`src/logic/msf_pkg.sv`:
```
// Purpose: constants for the motor sense filter and configuration block
// Assumes: 20 MHz system clock, 4 MHz nominal peripheral clock
// Notes: register offsets are byte addresses on a 32-bit Avalon-MM bus
//
// Functional notes
// - tacho edge select 01 rising, 10 falling, 11 both; non-zero means speed sensor mode
// - tacho edge select 00 means position sensor or sensorless six-step mode
// - each polarity bit: zero drives channel active high, one active low
// - polarity bits ignored while three-phase independent bit is set
// - z event needs field plus one consecutive valid samples, 1 to 16
// - z samples taken at sampling clock rate or at pwm rate
// - window code 0-7 gives 5 to 40 us, 8-15 gives 60 to 200 us
// - z detection suppressed while blanking window runs, resumes after it elapses
// - z sampling validate gates sampling while master output enable is clear
// - sampling clock select 00 1 MHz, 01 500k, 10 250k, 11 125 kHz
// - times derive from counting peripheral clock cycles, specified at 4 MHz
// - encoder capture source: zero rtc interrupt, one timer high byte read
// - unused input select effective only with three-phase bit clear, tacho select 00, sensorless
// - effective unused input select: zero grounds inputs, one puts them hi-z
// - z event filter register resets to 0Fh
// - polarity/tacho and sampling clock registers reset to 00h
package msf_pkg;
  // ****************************************
  // register map
  // ****************************************
  localparam logic [3:0] ADDR_POLARITY_TACHO = 4'h0;
  localparam logic [3:0] ADDR_Z_FILTER = 4'h4;
  localparam logic [3:0] ADDR_SAMPLING_CLK = 4'h8;
  localparam logic [3:0] ADDR_STATUS = 4'hC;
  localparam logic [7:0] RST_POLARITY_TACHO = 8'h00;
  localparam logic [7:0] RST_Z_FILTER = 8'h0F;
  localparam logic [7:0] RST_SAMPLING_CLK = 8'h00;
  localparam logic [7:0] SCR_WRITE_MASK = 8'h8F;
  // ****************************************
  // field positions
  // ****************************************
  localparam int TACHO_SEL_HI = 7;
  localparam int TACHO_SEL_LO = 6;
  localparam int POL_HI = 5;
  localparam int ZCOUNT_HI = 7;
  localparam int ZCOUNT_LO = 4;
  localparam int ZWIN_HI = 3;
  localparam int ZVALID_BIT = 7;
  localparam int SCLK_SEL_HI = 3;
  localparam int SCLK_SEL_LO = 2;
  localparam int ENC_SRC_BIT = 1;
  localparam int HIZ_SEL_BIT = 0;
  localparam logic [1:0] TACHO_RISE = 2'h1;
  localparam logic [1:0] TACHO_FALL = 2'h2;
  localparam logic [1:0] TACHO_BOTH = 2'h3;
  // ****************************************
  // timing, peripheral clock is the reference
  // ****************************************
  localparam int PERIPH_KHZ = 4000;
  localparam int SYS_KHZ = 20000;
  localparam int SYS_PER_PERIPH = SYS_KHZ / PERIPH_KHZ;
  localparam int WIN_SHORT_STEP_US = 5;
  localparam int WIN_LONG_BASE_US = 60;
  localparam int WIN_LONG_STEP_US = 20;
  localparam int WIN_SPLIT = 8;
  localparam int SCLK_BASE_KHZ = 1000;
  localparam int SCLK_BASE_TICKS = PERIPH_KHZ / SCLK_BASE_KHZ;
  localparam int TICKS_PER_US = PERIPH_KHZ / 1000;
  localparam int CNT_W = 10;
  typedef enum logic [1:0] {MSF_IDLE, MSF_BLANK, MSF_HUNT} msf_state_t;
endpackage : msf_pkg

```
`src/logic/msf_cfg_if.sv`:
```
// Purpose: carries decoded configuration to the z event filter
// Assumes: single clock domain
// Notes: none
`timescale 1ns/1ps
`default_nettype none
interface msf_cfg_if;
  logic [3:0] z_sample_count;
  logic [3:0] z_blank_window;
  logic [1:0] sampling_clock_select;
  logic sensor_mode_select;
  logic sample_gate;
  logic use_pwm_rate;
  logic periph_tick;
  modport src (output z_sample_count, z_blank_window, sampling_clock_select,
               sensor_mode_select, sample_gate, use_pwm_rate, periph_tick);
  modport dst (input z_sample_count, z_blank_window, sampling_clock_select,
               sensor_mode_select, sample_gate, use_pwm_rate, periph_tick);
endinterface : msf_cfg_if
`default_nettype wire

```
`src/logic/msf_top.sv`:
```
// Purpose: configuration registers, output polarity, mode decode and z filtering
// Assumes: Avalon-MM slave, one wait state on every access
// Notes: all outputs registered
//
// The register addresses and the Avalon-MM interface to the registers were left to the implementer.
`timescale 1ns/1ps
`default_nettype none
module msf_top (
  input wire logic i_clk_sys,
  input wire logic i_rst_n,
  input wire logic [3:0] i_avs_address,
  input wire logic i_avs_read,
  input wire logic i_avs_write,
  input wire logic [31:0] i_avs_writedata,
  input wire logic [3:0] i_avs_byteenable,
  output logic [31:0] o_avs_readdata,
  output logic o_avs_waitrequest,
  input wire logic i_three_phase_independent,
  input wire logic i_sensor_mode_select,
  input wire logic i_master_output_enable,
  input wire logic i_pwm_sample_mode,
  input wire logic i_pwm_tick,
  input wire logic i_d_event,
  input wire logic i_z_sample,
  input wire logic i_tacho_in,
  input wire logic i_rtc_tick,
  input wire logic i_motor_timer_high_read,
  input wire logic [5:0] i_channel,
  output logic [5:0] o_channel,
  output logic o_speed_sensor_mode,
  output logic o_tacho_capture,
  output logic o_encoder_capture,
  output logic o_encoder_capture_source,
  output logic o_inputs_ground,
  output logic o_inputs_hiz,
  output logic o_z_event,
  output logic o_blanking
);
  // ****************************************
  // registers
  // ****************************************
  logic [7:0] output_polarity_tacho_edge, next_output_polarity_tacho_edge;
  logic [7:0] z_event_filter, next_z_event_filter;
  logic [7:0] sampling_clock_config, next_sampling_clock_config;
  logic [31:0] next_readdata;
  logic next_waitrequest;
  logic [2:0] pdiv, next_pdiv;
  logic tacho_d;
  msf_cfg_if cfg ();

  logic [1:0] tacho_edge_select;
  logic speed_mode;
  logic unused_in_eff;
  logic z_blank_active, z_ev;
  assign tacho_edge_select =
    output_polarity_tacho_edge[msf_pkg::TACHO_SEL_HI:msf_pkg::TACHO_SEL_LO];
  assign speed_mode = (tacho_edge_select != 2'h0);
  assign unused_in_eff = !i_three_phase_independent && !speed_mode &&
                         !i_sensor_mode_select;

  // writes are taken only on the wait-state-free edge; read data is registered on the wait-state edge
  logic bus_req;
  logic bus_take;
  assign bus_req = i_avs_read || i_avs_write;
  assign bus_take = bus_req && !o_avs_waitrequest;

  always_comb begin
    next_output_polarity_tacho_edge = output_polarity_tacho_edge;
    next_z_event_filter = z_event_filter;
    next_sampling_clock_config = sampling_clock_config;
    next_readdata = o_avs_readdata;
    next_waitrequest = !(bus_req && o_avs_waitrequest);
    if (!bus_req) begin
      next_waitrequest = 1'b1;
    end
    if (bus_take && i_avs_write && i_avs_byteenable[0]) begin
      if (i_avs_address == msf_pkg::ADDR_POLARITY_TACHO) begin
        next_output_polarity_tacho_edge = i_avs_writedata[7:0];
      end else if (i_avs_address == msf_pkg::ADDR_Z_FILTER) begin
        next_z_event_filter = i_avs_writedata[7:0];
      end else if (i_avs_address == msf_pkg::ADDR_SAMPLING_CLK) begin
        // reserved bits kept zero even if software disobeys
        next_sampling_clock_config = i_avs_writedata[7:0] & msf_pkg::SCR_WRITE_MASK;
      end
    end
    if (bus_req && o_avs_waitrequest) begin
      if (i_avs_address == msf_pkg::ADDR_POLARITY_TACHO) begin
        next_readdata = {24'h0, output_polarity_tacho_edge};
      end else if (i_avs_address == msf_pkg::ADDR_Z_FILTER) begin
        next_readdata = {24'h0, z_event_filter};
      end else if (i_avs_address == msf_pkg::ADDR_SAMPLING_CLK) begin
        next_readdata = {24'h0, sampling_clock_config};
      end else if (i_avs_address == msf_pkg::ADDR_STATUS) begin
        next_readdata = {29'h0, speed_mode, z_blank_active, unused_in_eff};
      end else begin
        next_readdata = 32'h0;
      end
    end
  end

  // ****************************************
  // peripheral clock enable and config carrier
  // ****************************************
  always_comb begin
    next_pdiv = pdiv + 3'h1;
    if (pdiv == 3'(msf_pkg::SYS_PER_PERIPH - 1)) begin
      next_pdiv = 3'h0;
    end
  end
  assign cfg.periph_tick = (pdiv == 3'h0);
  assign cfg.z_sample_count = z_event_filter[msf_pkg::ZCOUNT_HI:msf_pkg::ZCOUNT_LO];
  assign cfg.z_blank_window = z_event_filter[msf_pkg::ZWIN_HI:0];
  assign cfg.sampling_clock_select =
    sampling_clock_config[msf_pkg::SCLK_SEL_HI:msf_pkg::SCLK_SEL_LO];
  assign cfg.sensor_mode_select = i_sensor_mode_select;
  assign cfg.use_pwm_rate = i_pwm_sample_mode;
  // with the master output enable set the sampling is left running
  assign cfg.sample_gate = i_master_output_enable ||
                           sampling_clock_config[msf_pkg::ZVALID_BIT];

  msf_z_filter u_z_filter (
    .i_clk_sys(i_clk_sys),
    .i_rst_n(i_rst_n),
    .cfg(cfg),
    .i_d_event(i_d_event),
    .i_z_sample(i_z_sample),
    .i_pwm_tick(i_pwm_tick),
    .o_z_event(z_ev),
    .o_blanking(z_blank_active)
  );

  // ****************************************
  // pin-side outputs
  // ****************************************
  logic [5:0] next_channel;
  logic next_tacho_capture;
  always_comb begin
    next_channel = i_channel;
    if (!i_three_phase_independent) begin
      next_channel = i_channel ^ output_polarity_tacho_edge[msf_pkg::POL_HI:0];
    end
    case (tacho_edge_select)
      msf_pkg::TACHO_RISE: next_tacho_capture = i_tacho_in && !tacho_d;
      msf_pkg::TACHO_FALL: next_tacho_capture = !i_tacho_in && tacho_d;
      msf_pkg::TACHO_BOTH: next_tacho_capture = i_tacho_in ^ tacho_d;
      default: next_tacho_capture = 1'b0;
    endcase
  end

  always_ff @(posedge i_clk_sys) begin
    if (!i_rst_n) begin
      output_polarity_tacho_edge <= msf_pkg::RST_POLARITY_TACHO;
      z_event_filter <= msf_pkg::RST_Z_FILTER;
      sampling_clock_config <= msf_pkg::RST_SAMPLING_CLK;
      o_avs_readdata <= 32'h0;
      o_avs_waitrequest <= 1'b1;
      pdiv <= 3'h0;
      tacho_d <= 1'b0;
      o_channel <= 6'h0;
      o_speed_sensor_mode <= 1'b0;
      o_tacho_capture <= 1'b0;
      o_encoder_capture <= 1'b0;
      o_encoder_capture_source <= 1'b0;
      o_inputs_ground <= 1'b0;
      o_inputs_hiz <= 1'b0;
      o_z_event <= 1'b0;
      o_blanking <= 1'b0;
    end else begin
      output_polarity_tacho_edge <= next_output_polarity_tacho_edge;
      z_event_filter <= next_z_event_filter;
      sampling_clock_config <= next_sampling_clock_config;
      o_avs_readdata <= next_readdata;
      o_avs_waitrequest <= next_waitrequest;
      pdiv <= next_pdiv;
      tacho_d <= i_tacho_in;
      o_channel <= next_channel;
      o_speed_sensor_mode <= speed_mode;
      o_tacho_capture <= next_tacho_capture;
      o_encoder_capture_source <= sampling_clock_config[msf_pkg::ENC_SRC_BIT];
      o_encoder_capture <= speed_mode && (sampling_clock_config[msf_pkg::ENC_SRC_BIT] ?
                           i_motor_timer_high_read : i_rtc_tick);
      o_inputs_ground <= unused_in_eff && !sampling_clock_config[msf_pkg::HIZ_SEL_BIT];
      o_inputs_hiz <= unused_in_eff && sampling_clock_config[msf_pkg::HIZ_SEL_BIT];
      o_z_event <= z_ev;
      o_blanking <= z_blank_active;
    end
  end
endmodule : msf_top
`default_nettype wire

```
`src/logic/msf_z_filter.sv`:
```
// Purpose: blanking window and consecutive sample filter for z events
// Assumes: periph_tick is a one-cycle pulse at the peripheral clock rate
// Notes: z event out is a one-cycle pulse
`timescale 1ns/1ps
`default_nettype none
module msf_z_filter (
  input wire logic i_clk_sys,
  input wire logic i_rst_n,
  msf_cfg_if.dst cfg,
  input wire logic i_d_event,
  input wire logic i_z_sample,
  input wire logic i_pwm_tick,
  output logic o_z_event,
  output logic o_blanking
);
  msf_pkg::msf_state_t state, next_state;
  logic [msf_pkg::CNT_W-1:0] win_cnt, next_win_cnt;
  logic [4:0] run_cnt, next_run_cnt;
  logic next_z_event;

  // window length in peripheral ticks
  function automatic logic [msf_pkg::CNT_W-1:0] win_ticks(input logic [3:0] code);
    int us;
    if (code < 4'(msf_pkg::WIN_SPLIT)) begin
      us = (int'(code) + 1) * msf_pkg::WIN_SHORT_STEP_US;
    end else begin
      us = msf_pkg::WIN_LONG_BASE_US +
           (int'(code) - msf_pkg::WIN_SPLIT) * msf_pkg::WIN_LONG_STEP_US;
    end
    return msf_pkg::CNT_W'(us * msf_pkg::TICKS_PER_US);
  endfunction : win_ticks

  // ****************************************
  // sampling clock divider
  // ****************************************
  // 1 MHz base then divided by 1, 2, 4 or 8
  logic [1:0] base_cnt, next_base_cnt;
  logic base_tick;
  always_comb begin
    next_base_cnt = base_cnt;
    base_tick = 1'b0;
    if (cfg.periph_tick) begin
      if (base_cnt == 2'(msf_pkg::SCLK_BASE_TICKS - 1)) begin
        next_base_cnt = 2'h0;
        base_tick = 1'b1;
      end else begin
        next_base_cnt = base_cnt + 2'h1;
      end
    end
  end

  // ****************************************
  // blanking and filter state machine
  // ****************************************
  logic z_take;
  logic div_tick;
  logic [2:0] div_cnt, next_div_cnt;
  always_comb begin
    next_div_cnt = div_cnt;
    div_tick = 1'b0;
    if (base_tick) begin
      next_div_cnt = div_cnt + 3'h1;
      div_tick = ((div_cnt & ((3'h1 << cfg.sampling_clock_select) - 3'h1)) == 3'h0);
    end
    z_take = (cfg.use_pwm_rate ? i_pwm_tick : div_tick) && cfg.sample_gate;
  end

  always_comb begin
    next_state = state;
    next_win_cnt = win_cnt;
    next_run_cnt = run_cnt;
    next_z_event = 1'b0;
    if (i_d_event && !cfg.sensor_mode_select) begin
      next_state = msf_pkg::MSF_BLANK;
      next_win_cnt = win_ticks(cfg.z_blank_window);
      next_run_cnt = 5'h0;
    end else begin
      case (state)
        msf_pkg::MSF_IDLE: begin
          next_state = msf_pkg::MSF_HUNT;
          next_run_cnt = 5'h0;
        end
        msf_pkg::MSF_BLANK: begin
          if (cfg.periph_tick) begin
            if (win_cnt <= msf_pkg::CNT_W'(1)) begin
              next_state = msf_pkg::MSF_HUNT;
              next_run_cnt = 5'h0;
            end else begin
              next_win_cnt = win_cnt - msf_pkg::CNT_W'(1);
            end
          end
        end
        msf_pkg::MSF_HUNT: begin
          if (z_take) begin
            if (!i_z_sample) begin
              next_run_cnt = 5'h0;
            end else if (run_cnt == {1'b0, cfg.z_sample_count}) begin
              next_z_event = 1'b1;
              next_run_cnt = 5'h0;
            end else begin
              next_run_cnt = run_cnt + 5'h1;
            end
          end
        end
        default: next_state = msf_pkg::MSF_IDLE;
      endcase
    end
  end

  always_ff @(posedge i_clk_sys) begin
    if (!i_rst_n) begin
      state <= msf_pkg::MSF_IDLE;
      win_cnt <= '0;
      run_cnt <= 5'h0;
      base_cnt <= 2'h0;
      div_cnt <= 3'h0;
      o_z_event <= 1'b0;
      o_blanking <= 1'b0;
    end else begin
      state <= next_state;
      win_cnt <= next_win_cnt;
      run_cnt <= next_run_cnt;
      base_cnt <= next_base_cnt;
      div_cnt <= next_div_cnt;
      o_z_event <= next_z_event;
      o_blanking <= (next_state == msf_pkg::MSF_BLANK);
    end
  end
endmodule : msf_z_filter
`default_nettype wire

```
`config.mk`:
```
export PLATFORM = sky130hd
export DESIGN_NAME = msf_top
export DESIGN_NICKNAME = d
export VERILOG_FILES = /design/src/logic/msf_pkg.sv /design/src/logic/msf_cfg_if.sv /design/src/logic/msf_top.sv /design/src/logic/msf_z_filter.sv
export SDC_FILE = /design/constraint.sdc
export NUM_CORES = 1
export LEC_CHECK = 0
export BUFFER_PORTS_ARGS = -buffer_cell sky130_fd_sc_hd__buf_2
export CORE_MARGIN = 3
export CORE_UTILIZATION = 35
export CTS_CLUSTER_SIZE = 20
export DETAILED_ROUTE_END_ITERATION = 16
export PLACE_DENSITY = 0.64
export SYNTH_ARGS = -nofsm -noshare
export SYNTH_HDL_FRONTEND = slang
export SYNTH_HIERARCHICAL = 1
export SYNTH_SLANG_ARGS = --single-unit
```
`constraint.sdc`:
```
create_clock -name i_clk_sys -period 5.1 [get_ports i_clk_sys]
set_clock_uncertainty 0.2 [all_clocks]
set_input_delay 0.255 -clock i_clk_sys [delete_from_list [all_inputs] [get_ports i_clk_sys]]
set_output_delay 0.255 -clock i_clk_sys [all_outputs]
set_load 0.005 [all_outputs]
```
-- Yosys cells after proc, flatten, opt, wreduce, memory -nomap -nowiden
Cells that the tools add are included.
- flip-flop bits (word level): 96
- logic and storage cells: 133
- output and inout bits: 47
- eq/ne operators: 16
- magnitude comparators: 2
- bitwise logic cells: 10
- shifts and indexed selects: 1
- $add $sub $neg: 9
- $mul: 2
- reductions and logical operators: 41
- mux-type cells: 28
- operator list (operator ; number):
    $mux 10 ; 4
    $mul 32x4->6 const B ; 1
    $mul 32x4->8 const B ; 1
    $mux 8 ; 4
    $mux 5 ; 5
    $pmux 5 s3 ; 1
    $logic_and 1x1->1 ; 13
    $le 10x1->1 const B ; 1
    $sub 10x1->10 const B ; 1
    $reduce_and 3->1 ; 3
    $add 7x8->8 const A ; 1
    $eq 2x2->1 const B ; 4
    $eq 4x4->1 const B ; 2
    $logic_not 1->1 ; 8
    $mux 2 ; 4
    $reduce_and 4->1 ; 2
    $not 1->1 ; 7
    $add 3x1->3 const B ; 2
    $eq 2x1->1 const B ; 3
    $logic_not 3->1 ; 2
    $mux 1 ; 6
    $mux 6 ; 1
    $ne 2x1->1 const B ; 3
    $pmux 2 s3 ; 1
    24 further kinds ; 29

-- Depth between registers and ports, before layout
- depth in word-level cells: 9
- gate-level depth with buffers: 10

-- Cells and area by module
Netlist, hierarchy kept.
- by module, submodules not included (module ; area each (µm²) ; cells an instance ; sequential area each (µm²) ; times used):
    msf_top ; 2309.7 ; 247 ; 960.9 ; 1
    msf_z_filter ; 1685.4 ; 198 ; 480.5 ; 1

-- Least setup slack after synthesis
Ideal clock, no wire load.
- kind: flip-flop to flip-flop
- from: register z_event_filter[0]
- to: register u_z_filter/win_cnt[7] (netlist name)
- setup time: 86 ps
- path slack: 2571 ps
- arrival time: 2244 ps
- clock period less this slack: 2529 ps
- stages on the path, launching flop included: 10
- path through: dfxtp_1 inv_1 ha_1 ha_1 ha_1 fa_1 xor2_1 nand2_1 and3_1 a211oi_1
- word-level cells in the longest chain between the ends: 5
- elaborated cells on any way between the ends: 8
- RTL lines (element ; RTL line ; source):
    start: declaration ; msf_top.sv:43 ; logic [7:0] z_event_filter, next_z_event_filter;
    start signal: assignment ; msf_top.sv:153 ; z_event_filter <= msf_pkg::RST_Z_FILTER;
    start signal: assignment ; msf_top.sv:170 ; z_event_filter <= next_z_event_filter;
    $sub 4x4->5 ; msf_z_filter.sv:28 ; (int'(code) - msf_pkg::WIN_SPLIT) * msf_pkg::WIN_LONG_STEP_US;
    $mul 32x4->6 ; msf_z_filter.sv:28 ;
    $add 7x8->8 ; msf_z_filter.sv:27 ; us = msf_pkg::WIN_LONG_BASE_US +
    $mux 8 * ; msf_z_filter.sv:24 ; if (code < 4'(msf_pkg::WIN_SPLIT)) begin
    $mux 10 * ; msf_z_filter.sv:73 ; if (i_d_event && !cfg.sensor_mode_select) begin
    end signal: assignment ; msf_z_filter.sv:121 ; win_cnt <= next_win_cnt;
    end: declaration ; msf_z_filter.sv:17 ; logic [msf_pkg::CNT_W-1:0] win_cnt, next_win_cnt;
Mark *: on every way between the ends. The rest lies on a longest branch, timed or not.
A chain may end at the register's enable or synchronous reset.

-- Worst setup path in the final report
- from: register pdiv[0]
- to: register u_z_filter.run_cnt[3]
- word-level cells in the longest chain between the ends: 7
- elaborated cells on any way between the ends: 8
- RTL lines (element ; RTL line ; source):
    start: declaration ; msf_top.sv:47 ; logic [2:0] pdiv, next_pdiv;
    start signal: assignment ; msf_top.sv:174 ; pdiv <= next_pdiv;
    $logic_not 3->1 * ; msf_top.sv:110 ; assign cfg.periph_tick = (pdiv == 3'h0);
    net cfg.periph_tick ; msf_cfg_if.sv:13 ; logic periph_tick;
    $mux 1 ; msf_z_filter.sv:42 ; if (cfg.periph_tick) begin
    $mux 1 ; msf_z_filter.sv:61 ; if (base_tick) begin
    $mux 1 ; msf_z_filter.sv:65 ; z_take = (cfg.use_pwm_rate ? i_pwm_tick : div_tick) && cfg.sample_gate;
    $logic_and 1x1->1 ; msf_z_filter.sv:65 ;
    $ne 2x1->1 (no source line) ; - ;
    $reduce_and 4->1 (no source line) * ; - ;
    end signal: assignment ; msf_z_filter.sv:122 ; run_cnt <= next_run_cnt;
    end: declaration ; msf_z_filter.sv:18 ; logic [4:0] run_cnt, next_run_cnt;
The timed path passes the listed nets; every way through them passes the cells marked *.

==> impl_metrics.toml <==
[run_status]
outcome = "finished clean"

[placed_design]
globalplace.congestion = 0.829
dpl.hpwl_mm = 6.56
port_buffers = 55
preCtsSetupSlack_ns = 2.15
placed_area_sq_um = 4260

[sta]
period_minus_slack_ns = 2.95
holdWs_ns = 0.0121
setup_violations = 0
worst_slew_margin_rel_pct = 36.0
slew_viol_final = 0
tightestPinTransition_ns = 0.956
finalHoldViolCount = 0
period_share_pct = 57.9
max_clock_freq_ghz = 0.338
finalWorstSetupSlack_ns = 2.15
setup_tns_ns = 0
rsz0062_at_grt = "no"

[finish]
area_growth_pct = 15.0
final_common_cell = "dfxtp_1"
antenna_cells = 0
fin_area_sq_um = 4590
nets = 580
final_cell_mix = "dfxtp_1 (72), buf_2 (55), nand2_1 (42)"
final_layout_size_suffix_gt1_share_pct = 17.6
nFillCells = 1079

[cts]
numCtsBuffers = 9
cts_hold_buf = 4
clock_sinks = 72
htree_levels = 3
insertion_delay_ns = 0.33
cts_setup_buffers = 0
ctsResizeCount = 0
clock_path_buffers = 2
cts_tree = "built"
cts-root-buf = "clkbuf_16"
clk_pin_slew_ns = 0.06

[route]
num_vias = 3216
ant_nets = 0
wl_mm = 9.05
wl_per_cell_um = 14.1
drt_iter0_markers = 241
dr.pass1.iters = 4
drt-vias-per-instance = 5.02
drc = 0

[synthesis]
ys_warn_count = 6
synth_ff_type = "dfxtp_1"
synthArstFlopShare_pct = 0
ys_types = 65
synth.avg_cell_area_sq_um = 8.98
syn-cell-area_sq_um = 4000
synth-seq-cells = 72
ys_seq_area_share_pct = 36.1
netlist_instances = 445
synth_edf_count = 0

[floorplan]
coreArea_sq_um = 11000
io_pins = 107
dieArea_sq_um = 12700
rows = 38
die_h_um = 113
die_w_um = 113
start_util_pct = 36.4

[grt]
grt_start_max_net_pins = 66
grt_pass1_wl_mm = 14.9
antenna_found_initial = 0
track_usage_pct = 14.4
grt-ovfl-total = 0
grt_pass1_vias = 3075

[pwr]
ir_worst_vdd_uv = 143
p_leak_nw = 2.01
powerDensity_nw_per_um2 = 300

[min_path]
whs_path_depth = 3
worstHoldPathType = "in2reg"

[setup_path]
worstPathRequired_ns = 5.12
startpoint_type = "flip-flop"
cp-end-kind = "flip-flop"
ff2ff_setup_slack_ns = 2.15
crit_arrival_ns = 2.97
ff2ff_path_depth = 8
critical_path_class = "reg2reg"
cp_max_fo = 8

[run]
maxCapViolCount = 0
[sequential cells by signal (all words and copies together), names as in the netlist, 2 cells and up]
register / count
z_event_filter: 8
u_z_filter/state: 2
output_polarity_tacho_edge: 8
o_channel: 6
u_z_filter/win_cnt: 10
sampling_clock_config: 5
o_avs_readdata: 8
u_z_filter/run_cnt: 5
pdiv: 3
u_z_filter/base_cnt: 2
u_z_filter/div_cnt: 3
[cells in the mapped netlist (all sizes together) (3+ instances only)]
master,instances,area [sq um]
dfxtp,72,1440
nand2,42,158
buf,33,246
nor2,25,93.8
inv,23,86.3
ha,22,275
nand3,19,95.1
o21ai,18,90.1
xnor2,17,149
mux2i,16,160
a21oi,13,65.1
xor2,12,105
and2,10,62.6
clkbuf,10,37.5
a21boi,9,67.6
mux2,8,90.1
nor2b,8,50.1
nand2b,7,43.8
nor4,7,43.8
a211oi,6,45.0
and3,6,37.5
nand4,5,31.3
nor3,5,41.3
o211ai,4,30.0
a31oi,3,25.0
a32oi,3,26.3
nand3b,3,22.5
nor3b,3,27.5
o21a,3,22.5
[cell families (layout without fill, tap and decap cells)]
group                    count (synthesis)  in the layout  synth area share [%]
AND/OR/NAND/NOR                        152            152                  20.8
other                                    1             24                0.0939
adder cells (fa/ha/maj)                 24             24                  7.89
flip-flops                              72             72                  36.1
AO/OA/AOI/OAI                           77             77                  13.3
buffers and inverters                   66             99                  9.27
multiplexers                            24             24                  6.26
XOR/XNOR                                29             29                  6.36
[worst max-delay path, cell delays in order, from the launching register on]
cell and delay (ns):
dfxtp_1 0.31, inv_1 0.07, ha_1 0.18, nor2b_1 0.56, nand2_1 0.23, nor4b_1 0.29
a32oi_1 0.27, a32o_2 0.38, a221o_1 0.36
[final timing paths]
kind                              from                    end
setup reg to reg               pdiv[0]  u_z_filter/run_cnt[3]
hold / removal      i_avs_writedata[6]      z_event_filter[6]
hold reg to reg   u_z_filter/o_z_event              o_z_event
setup / recovery               pdiv[0]  u_z_filter/run_cnt[3]
[through the flow]
step	instances	power, mW	utilization [%]
floorplan	468	0.721	-
global placement	621	0.747	38.7
detailed placement	621	0.752	38.7
CTS	641	1.39	41.8
global route	641	1.44	41.8
finish	641	1.38	41.8
[power breakdown]
part	total, mW	switching [mW]	internal, mW
sequential	0.597	0.0140	0.583
clock	0.633	0.242	0.391
combinational	0.146	0.0857	0.0607
[per-layer routing]
| metal | vias up | global-route usage, % | wire length, um |
|---|---|---|---|
| met4 | 0 | 4.01 | 172 |
| li1 | 1606 | - | - |
| met2 | 84 | 22.6 | 4210 |
| met3 | 12 | 3.96 | 502 |
| met5 | - | 0 | 0 |
| met1 | 1514 | 19.4 | 4160 |
[cell type report]
class,count,area (sq um),area share [%]
Multi-Input combinational cell,330,2270,49.4
Sequential cell,72,1440,31.4
Inverter,23,86.3,1.88
Timing Repair Buffer,60,323,7.03
Tap cell,140,175,3.81
Clock buffer,11,243,5.28
Clock inverter,5,56.3,1.23
(Power assumes the default switching activity.)
